===== config.mk =====
export PLATFORM = sky130hd
export DESIGN_NAME = iwc_idle_wakeup_controller
export DESIGN_NICKNAME = d
export VERILOG_FILES = /design/src/include/iwc_pkg.sv /design/src/include/iwc_param_if.sv /design/src/logic/iwc_idle_wakeup_controller.sv /design/src/logic/iwc_param_store.sv
export SDC_FILE = /design/constraint.sdc
export NUM_CORES = 1
export LEC_CHECK = 0
export ABC_AREA = 1
export CORE_MARGIN = 10
export CORE_UTILIZATION = 58
export DETAILED_ROUTE_END_ITERATION = 8
export DONT_BUFFER_PORTS = 1
export HOLD_SLACK_MARGIN = 0.03
export PLACE_DENSITY = 0.76
export SKIP_CTS_REPAIR_TIMING = 1
export SLEW_MARGIN = 20
export SYNTH_ARGS = -nofsm -noshare
export SYNTH_HDL_FRONTEND = slang
export SYNTH_SLANG_ARGS = --single-unit

===== constraint.sdc =====
create_clock -name clk -period 2.6 [get_ports clk]
set_input_delay 0.78 -clock clk [delete_from_list [all_inputs] [get_ports clk]]
set_output_delay 0.78 -clock clk [all_outputs]
set_load 0.005 [all_outputs]

===== src/include/iwc_pkg.sv =====
package iwc_pkg;

	// ----------------------------------------------------------------
	// command framing
	// ----------------------------------------------------------------
	localparam logic [7:0] IWC_CMD_IDLE     = 8'h07;
	localparam logic [7:0] IWC_LEN_IDLE     = 8'h0e;
	localparam logic [7:0] IWC_RES_OK       = 8'h00;
	localparam logic [7:0] IWC_RES_OK_LEN   = 8'h01;
	localparam logic [7:0] IWC_ERR_LEN      = 8'h82;
	localparam logic [7:0] IWC_ERR_LEN_LEN  = 8'h00;
	localparam int         IWC_NPARAM       = 14;
	localparam int         IWC_IDX_W        = 4;
	localparam logic [3:0] IWC_RX_CODE      = 4'h0;
	localparam logic [3:0] IWC_RX_LEN       = 4'h1;
	localparam logic [3:0] IWC_RX_FIRST     = 4'h2;
	localparam logic [3:0] IWC_RX_LAST      = 4'hf;

	// ----------------------------------------------------------------
	// parameter byte positions
	// ----------------------------------------------------------------
	localparam int IWC_P_SRC     = 0;
	localparam int IWC_P_ENT_LO  = 1;
	localparam int IWC_P_ENT_HI  = 2;
	localparam int IWC_P_WAK_LO  = 3;
	localparam int IWC_P_WAK_HI  = 4;
	localparam int IWC_P_EXT_LO  = 5;
	localparam int IWC_P_EXT_HI  = 6;
	localparam int IWC_P_PERIOD  = 7;
	localparam int IWC_P_OSC     = 8;
	localparam int IWC_P_DAC     = 9;
	localparam int IWC_P_THR_LO  = 10;
	localparam int IWC_P_THR_HI  = 11;
	localparam int IWC_P_SWING   = 12;
	localparam int IWC_P_SLEEP   = 13;

	// ----------------------------------------------------------------
	// source mask fields
	// ----------------------------------------------------------------
	localparam int IWC_SRC_PRESC_HI = 7;
	localparam int IWC_SRC_PRESC_LO = 6;
	localparam int IWC_SRC_SS       = 4;
	localparam int IWC_SRC_IRQ      = 3;
	localparam int IWC_SRC_FIELD    = 2;
	localparam int IWC_SRC_TAG      = 1;
	localparam int IWC_SRC_TMO      = 0;
	localparam int IWC_SRC_N        = 5;

	// ----------------------------------------------------------------
	// timing
	// ----------------------------------------------------------------
	localparam int          IWC_CLK_HZ     = 40_000_000;
	localparam int          IWC_SLOW_HZ    = 32_000;
	localparam int          IWC_SLOW_DIV   = IWC_CLK_HZ / IWC_SLOW_HZ;
	localparam int          IWC_DIV_W      = 14;
	localparam int          IWC_PER_W      = 17;
	localparam logic [16:0] IWC_TREF_TICKS = 17'h00100;
	localparam logic [16:0] IWC_PERIOD_OFS = 17'h00002;
	localparam logic [8:0]  IWC_SLEEP_OFS  = 9'h001;

	// ----------------------------------------------------------------
	// register map, word addresses
	// ----------------------------------------------------------------
	localparam logic [1:0] IWC_REG_CMD  = 2'h0;
	localparam logic [1:0] IWC_REG_RESP = 2'h1;
	localparam logic [1:0] IWC_REG_STAT = 2'h2;
	localparam logic [1:0] IWC_REG_WAKE = 2'h3;

	typedef enum logic [7:0] {
		IWC_READY = 8'h01,
		IWC_ENTER = 8'h02,
		IWC_WAIT  = 8'h04,
		IWC_OSC   = 8'h08,
		IWC_DAC   = 8'h10,
		IWC_BURST = 8'h20,
		IWC_CMP   = 8'h40,
		IWC_LEAVE = 8'h80
	} iwc_state_e;

endpackage


===== src/include/iwc_param_if.sv =====
`timescale 1ns/1ps
interface iwc_param_if;
	import iwc_pkg::*;
	logic                            wr_en;
	logic [IWC_IDX_W-1:0]            wr_idx;
	logic [7:0]                      wr_data;
	logic [IWC_NPARAM-1:0][7:0]      prm;

	modport store (input wr_en, input wr_idx, input wr_data, output prm);
	modport user  (output wr_en, output wr_idx, output wr_data, input prm);
endinterface


===== src/logic/iwc_idle_wakeup_controller.sv =====
// Behaviour
// - command byte 07 is the idle request; once its last parameter byte is accepted it enters the wait state at the next slow tick.
// - mask bits 7:6 divide the slow clock by 1, 2, 4 or 8.
// - mask bits 4..0 enable select, interrupt, field, tag and timeout wake.
// - period byte spaces tag trials and scales the timeout.
// - timeout after 256 slow periods times (period+2) times (limit+1).
// - wait oscillator-delay byte slow periods for the fast oscillator.
// - wait converter-delay byte slow periods before comparing.
// - threshold bytes are lower and upper tag comparator limits.
// - swing byte limits carrier swings per tag burst.
// - limit byte bounds tag trials and scales inactivity before timeout.
// - on leaving, reply 00, 01, then prescaler and waking source flag.
// - a wrong length is answered with 82 then 00.
// - slow period is the reciprocal of the prescaled slow clock rate.
//
// The register offsets and the Avalon-MM interface to the registers were left to the implementer.
`timescale 1ns/1ps
module iwc_idle_wakeup_controller
#(
	parameter int SLOW_DIV = iwc_pkg::IWC_SLOW_DIV
)
(
	input  wire logic        clk,
	input  wire logic        sys_rst,
	input  wire logic [1:0]  avs_address,
	input  wire logic        avs_read,
	input  wire logic        avs_write,
	input  wire logic [31:0] avs_writedata,
	output logic      [31:0] avs_readdata,
	output logic             avs_waitrequest,
	input  wire logic        ss_n,
	input  wire logic        irq_in_n,
	input  wire logic        field_on,
	input  wire logic [7:0]  tag_level,
	output logic      [15:0] resource_word,
	output logic             low_power,
	output logic             tag_burst
);
	import iwc_pkg::*;

	// ----------------------------------------------------------------
	// state
	// ----------------------------------------------------------------
	typedef struct packed {
		iwc_state_e            st;
		logic                  wreq;
		logic [31:0]           rdata;
		logic [IWC_IDX_W-1:0]  rx_idx;
		logic [2:0][7:0]       resp;
		logic [1:0]            resp_cnt;
		logic [7:0]            wake_flags;
		logic [IWC_DIV_W-1:0]  div_cnt;
		logic [IWC_PER_W-1:0]  per_cnt;
		logic [8:0]            trial_cnt;
		logic [7:0]            dly_cnt;
		logic [7:0]            swing_cnt;
		logic [15:0]           res;
		logic                  lowp;
		logic                  burst;
		logic [2:0]            pin_s1;
		logic [2:0]            pin_s2;
		logic [7:0]            tag_s1;
		logic [7:0]            tag_s2;
	} iwc_ctrl_s;

	iwc_ctrl_s q, d;

	iwc_param_if pif ();

	iwc_param_store u_store
	(
		.clk     (clk),
		.sys_rst (sys_rst),
		.pif     (pif)
	);

	// ----------------------------------------------------------------
	// helpers
	// ----------------------------------------------------------------
	function automatic logic [IWC_DIV_W-1:0] slow_limit(input logic [1:0] presc);
		slow_limit = IWC_DIV_W'((SLOW_DIV << presc) - 1);
	endfunction

	function automatic logic [15:0] word_of(input logic [7:0] lo, input logic [7:0] hi);
		word_of = {hi, lo};
	endfunction

	function automatic logic outside(input logic [7:0] lvl, input logic [7:0] lo,
		input logic [7:0] hi);
		outside = (lvl < lo) || (lvl > hi);
	endfunction

	assign avs_readdata    = q.rdata;
	assign avs_waitrequest = q.wreq;
	assign resource_word   = q.res;
	assign low_power       = q.lowp;
	assign tag_burst       = q.burst;

	logic [7:0]           src;
	logic [1:0]           presc;
	logic                 tick;
	logic                 per_wrap;
	logic [IWC_PER_W-1:0] per_lim;
	logic [IWC_SRC_N-1:0] act;
	logic [IWC_SRC_N-1:0] hit;
	logic                 waiting;
	logic                 start;
	logic                 take;

	// ----------------------------------------------------------------
	// next state
	// ----------------------------------------------------------------
	always_comb
	begin
		d           = q;
		src         = pif.prm[IWC_P_SRC];
		presc       = src[IWC_SRC_PRESC_HI:IWC_SRC_PRESC_LO];
		pif.wr_en   = 1'b0;
		pif.wr_idx  = q.rx_idx - IWC_RX_FIRST;
		pif.wr_data = avs_writedata[7:0];

		d.pin_s1 = {ss_n, irq_in_n, field_on};
		d.pin_s2 = q.pin_s1;
		d.tag_s1 = tag_level;
		d.tag_s2 = q.tag_s1;

		start = (avs_read || avs_write) && q.wreq;
		take  = (avs_read || avs_write) && !q.wreq;

		// slow period from prescaled divider
		tick = (q.div_cnt == slow_limit(presc));
		per_lim = IWC_TREF_TICKS * ({9'h000, pif.prm[IWC_P_PERIOD]} + IWC_PERIOD_OFS)
			- 17'h00001;
		per_wrap = tick && (q.per_cnt == per_lim);
		waiting = (q.st == IWC_WAIT) || (q.st == IWC_OSC) || (q.st == IWC_DAC)
			|| (q.st == IWC_BURST) || (q.st == IWC_CMP);

		// wake sources
		act[IWC_SRC_SS]    = !q.pin_s2[2];
		act[IWC_SRC_IRQ]   = !q.pin_s2[1];
		act[IWC_SRC_FIELD] = q.pin_s2[0];
		act[IWC_SRC_TAG]   = (q.st == IWC_CMP) && outside(q.tag_s2,
			pif.prm[IWC_P_THR_LO], pif.prm[IWC_P_THR_HI]);
		act[IWC_SRC_TMO]   = per_wrap && (q.trial_cnt + IWC_SLEEP_OFS
			== {1'b0, pif.prm[IWC_P_SLEEP]} + IWC_SLEEP_OFS);
		hit = act & src[IWC_SRC_N-1:0];

		// ------------------------------------------------------------
		// register bus
		// ------------------------------------------------------------
		if (start)
		begin
			d.wreq = 1'b0;
			unique case (avs_address)
				IWC_REG_CMD:  d.rdata = '0;
				IWC_REG_RESP: d.rdata = {23'h000000, q.resp_cnt != 2'h0, q.resp[0]};
				IWC_REG_STAT: d.rdata = {22'h000000, q.resp_cnt, q.st};
				IWC_REG_WAKE: d.rdata = {24'h000000, q.wake_flags};
			endcase
		end
		if (take)
		begin
			d.wreq = 1'b1;
			if (avs_read && avs_address == IWC_REG_RESP && q.resp_cnt != 2'h0)
			begin
				d.resp     = {8'h00, q.resp[2], q.resp[1]};
				d.resp_cnt = q.resp_cnt - 2'h1;
			end
			if (avs_write && avs_address == IWC_REG_CMD && q.st == IWC_READY
				&& q.resp_cnt == 2'h0)
			begin
				unique case (q.rx_idx)
					IWC_RX_CODE:
					begin
						if (avs_writedata[7:0] == IWC_CMD_IDLE)
						begin
							d.rx_idx = IWC_RX_LEN;
						end
					end
					IWC_RX_LEN:
					begin
						if (avs_writedata[7:0] == IWC_LEN_IDLE)
						begin
							d.rx_idx = IWC_RX_FIRST;
						end
						else
						begin
							d.rx_idx   = IWC_RX_CODE;
							d.resp     = {8'h00, IWC_ERR_LEN_LEN, IWC_ERR_LEN};
							d.resp_cnt = 2'h2;
						end
					end
					default:
					begin
						pif.wr_en = 1'b1;
						if (q.rx_idx == IWC_RX_LAST)
						begin
							d.rx_idx = IWC_RX_CODE;
							d.st     = IWC_ENTER;
						end
						else
						begin
							d.rx_idx = q.rx_idx + 4'h1;
						end
					end
				endcase
			end
		end

		// ------------------------------------------------------------
		// slow timing
		// ------------------------------------------------------------
		if (q.st == IWC_READY || q.st == IWC_LEAVE || tick)
		begin
			d.div_cnt = '0;
		end
		else
		begin
			d.div_cnt = q.div_cnt + 1'b1;
		end
		if (waiting && tick)
		begin
			if (per_wrap)
			begin
				d.per_cnt   = '0;
				d.trial_cnt = q.trial_cnt + 9'h001;
			end
			else
			begin
				d.per_cnt = q.per_cnt + 1'b1;
			end
		end

		// ------------------------------------------------------------
		// sequencing
		// ------------------------------------------------------------
		unique case (q.st)
			IWC_READY: d.lowp = 1'b0;
			IWC_ENTER:
			begin
				d.lowp      = 1'b1;
				d.res       = word_of(pif.prm[IWC_P_ENT_LO], pif.prm[IWC_P_ENT_HI]);
				d.per_cnt   = '0;
				d.trial_cnt = '0;
				if (tick)
				begin
					d.st  = IWC_WAIT;
					d.res = word_of(pif.prm[IWC_P_WAK_LO], pif.prm[IWC_P_WAK_HI]);
				end
			end
			IWC_WAIT:
			begin
				if (per_wrap && src[IWC_SRC_TAG])
				begin
					d.st      = IWC_OSC;
					d.dly_cnt = '0;
				end
			end
			IWC_OSC:
			begin
				if (q.dly_cnt >= pif.prm[IWC_P_OSC])
				begin
					d.st      = IWC_DAC;
					d.dly_cnt = '0;
				end
				else if (tick)
				begin
					d.dly_cnt = q.dly_cnt + 8'h01;
				end
			end
			IWC_DAC:
			begin
				if (q.dly_cnt >= pif.prm[IWC_P_DAC])
				begin
					d.st        = IWC_BURST;
					d.swing_cnt = '0;
					d.burst     = 1'b1;
				end
				else if (tick)
				begin
					d.dly_cnt = q.dly_cnt + 8'h01;
				end
			end
			IWC_BURST:
			begin
				if (q.swing_cnt + 8'h01 >= pif.prm[IWC_P_SWING])
				begin
					d.st    = IWC_CMP;
					d.burst = 1'b0;
				end
				else
				begin
					d.swing_cnt = q.swing_cnt + 8'h01;
				end
			end
			IWC_CMP: d.st = IWC_WAIT;
			IWC_LEAVE:
			begin
				d.st       = IWC_READY;
				d.lowp     = 1'b0;
				d.res      = word_of(pif.prm[IWC_P_EXT_LO], pif.prm[IWC_P_EXT_HI]);
				d.resp     = {q.wake_flags, IWC_RES_OK_LEN, IWC_RES_OK};
				d.resp_cnt = 2'h3;
			end
		endcase

		if (waiting && (|hit))
		begin
			d.st         = IWC_LEAVE;
			d.burst      = 1'b0;
			d.wake_flags = {presc, 1'b0, hit};
		end
	end

	always_ff @(posedge clk)
	begin
		if (sys_rst)
		begin
			q        <= '0;
			q.st     <= IWC_READY;
			q.wreq   <= 1'b1;
			q.pin_s1 <= 3'h6;
			q.pin_s2 <= 3'h6;
		end
		else
		begin
			q <= d;
		end
	end
endmodule


===== src/logic/iwc_param_store.sv =====
`timescale 1ns/1ps
module iwc_param_store
	import iwc_pkg::*;
(
	input  wire logic   clk,
	input  wire logic   sys_rst,
	iwc_param_if.store  pif
);
	typedef struct packed {
		logic [IWC_NPARAM-1:0][7:0] prm;
	} iwc_store_s;

	iwc_store_s q, d;

	assign pif.prm = q.prm;

	always_comb
	begin
		d = q;
		if (pif.wr_en)
		begin
			d.prm[pif.wr_idx] = pif.wr_data;
		end
	end

	always_ff @(posedge clk)
	begin
		if (sys_rst)
		begin
			q <= '0;
		end
		else
		begin
			q <= d;
		end
	end
endmodule


==> metrics.txt <==
I/O pin count 100; routed len/inst 15.54 um; most frequent cells in the layout 327 x nand2_1, 258 x dfxtp_1, 236 x inv_1; crit end category register; Area Overhead vs Synth 11.15%; status completed; largest net degree at the start of global routing 80; minimum clock period 2.511 ns; total global routing track utilization 0.2167; Power Density 574.7 nW/um^2; post-DP HPWL 23810 um; Req. time, crit path 3.05 ns; global placement routability congestion 0.9219; clock latency on the worst-skew pair 0.56 ns; CTS Buf Count 29; Tcrit/Tclk final 0.9656; Iteration-0 DRC Markers 931; Final nets 1994; remaining global-route overflow 0; dpl ws -0.1289 ns; max-slew violation count 0; Arr. time, crit path 2.96 ns; vias per std cell 5.505; Placed Area 14000 um^2; Rows 56; Total Power 8813 uW; sw frac 0.2148; initial antenna violation count 0; synth warn 0; sequential fraction of the synthesis area 0.3816; final hold violations 0; via count 12250; share of cells above drive strength 1 0.1112; Pint 6920 uW; vias in the first global route 11490; Starting Density 0.5878; clock sinks 263; worst hold path type input port to register; final worst slack 0.08934 ns; core area 23470 um^2; Clock Power Share 0.511; H-tree lvl count 1; maxcap violations 0; maximum vdd drop 0.0006400 V; Root Driver clkbuf_16; fin cells 2226; CP bufs+invs 1; # diodes 0; CTS Buffer Depth 3; remaining routing DRC violations 0; max incr delay on CP 0.33 ns; Leakage 0.006484 uW; Syn Std Cell Area 13800 um^2; syn_area_per_cell 7.296 um^2; worst-path cell chain buf_4 -> ha_1 -> nand3_2 -> nor3_2 -> xor2_1 -> ha_1 -> nand2_2 -> nor2_2 -> nand2_1 -> o2111ai_2 -> nand2_2 -> nand3_4 -> a21oi_2 -> a211oi_2; Max Fanout on Critical Path 8; sequential fraction of design power 0.461; Final setup viols 0; DP Cell Count 2160; Slowest-stage cell, CP dfxtp_1; first-pass GRT wire length 56370 um; Max Fclk 398.3 MHz; Post-DRT Antenna Nets 0; die area 30360 um^2; fillers 2026; fin util 0.6534; Rel. slew slack 0.5045; critical path class register to register; Worst Max-Slew Pin Slew 0.7424 ns; die width 174.2 um; CTS tree built; FF-to-FF setup slack 0.09 ns; skew final 0.01207 ns; commonest non-fill, non-tap cell in the layout nand2_1; Combinational Power Share 0.028; fin area 15340 um^2; cells after synthesis 1891; Yosys cell types 52; DRT Wirelength 34590 um; CTS clk-pin slew, worst paths 0.06 ns; switching power 1893 uW; Worst Setup Start Kind register; Die Ht 174.2 um; Seq cells post-synth 263; I/O Buffers 0; DR pass1 iterations 5; kind of cell adding the most delay to the critical path simple AND/OR/NAND/NOR gates
==> sequential cells by signal, summed over array words and instances (netlist names) <==
register / flops
low_power: 1
avs_readdata: 10
d: 11
act: 1
resource_word: 16
u_store.pif.prm: 111
q: 111
avs_waitrequest: 1
tag_burst: 1
==> metal layers <==
layer	track usage	share of wire	up-vias	wire, um
met4	0.06804	0.026	0	895
met1	0.2780	0.44	5673	15240
met3	0.04355	0.071	56	2464
met5	0	0	-	0
li1	-	-	6186	-
met2	0.3580	0.46	339	15990
==> synthesized netlist by cell type, drive strengths merged <==
cell / n / area (um^2)
clkinv: 5 / 20.01
a221oi: 6 / 52.55
xor2: 24 / 210.2
o31ai: 1 / 7.510
a211oi: 13 / 97.59
clkbuf: 43 / 162.7
or2: 5 / 31.28
o21a: 3 / 22.52
o2111ai: 4 / 35.03
inv: 248 / 930.9
and3: 2 / 12.51
nand3: 109 / 593.1
a31oi: 20 / 125.1
o211ai: 6 / 45.04
nand4: 43 / 275.3
ha: 61 / 763.2
o21ai: 187 / 939.7
nand2: 343 / 1378
nor2: 150 / 711.9
a21oi: 203 / 1020
xnor2: 11 / 96.34
nor4: 9 / 77.57
conb: 1 / 3.750
o21bai: 17 / 127.6
nor3b: 7 / 57.55
nor3: 22 / 121.4
nand3b: 5 / 41.29
o221ai: 5 / 43.79
buf: 75 / 529.3
dfxtp: 263 / 5265
==> power groups by stage <==
stage	clock network, uW	logic [uW]	registers [uW]
2_1_floorplan	0	194	4150
3_3_place_gp	0	237	4150
3_5_place_dp	0	240	4150
4_1_cts	4560	241	4060
5_1_grt	4720	271	4060
6_report	4500	247	4060
==> area by class of cell <==
class                           instances  area [um^2]  share of cell area
Multi-Input combinational cell       1280         7161              0.4669
Inverter                              253        952.2             0.06209
Clock inverter                         13        236.5             0.01542
Timing Repair Buffer                   57        490.5             0.03198
Tap cell                              319        399.1             0.02603
Sequential cell                       263         5276              0.3440
Clock buffer                           41        820.8             0.05352
==> kinds of logic (layout without fill, tap and decap cells) <==
logic type	count (synthesis)	after routing	share of synthesized area
compound gates	465	465	0.1824
flops	263	263	0.3816
other cells	1	22	0.0002718
fa+ha+maj	61	61	0.05532
xor+xnor	35	35	0.02222
simple gates	695	697	0.2391
buf+inv	371	364	0.1191
==> worst paths after layout <==
path	startpoint	to	depth (start not counted)
max	q[40]	q[40]	14
min	sys_rst	resource_word[13]	1
max reg2reg	q[40]	q[40]	14
min reg2reg	d[7]	q[7]	2
==> per-stage QoR <==
stage	setup TNS [ns]	hold slack, ns
after CTS	-1.031	0.2792
after global placement	-0.1361	0.3900
final	0	0.3068
after floorplan	0	0.3883
after global routing	-0.3781	0.2857
after detailed placement	-0.7748	0.3968
Power figures use the tool's default switching activity.
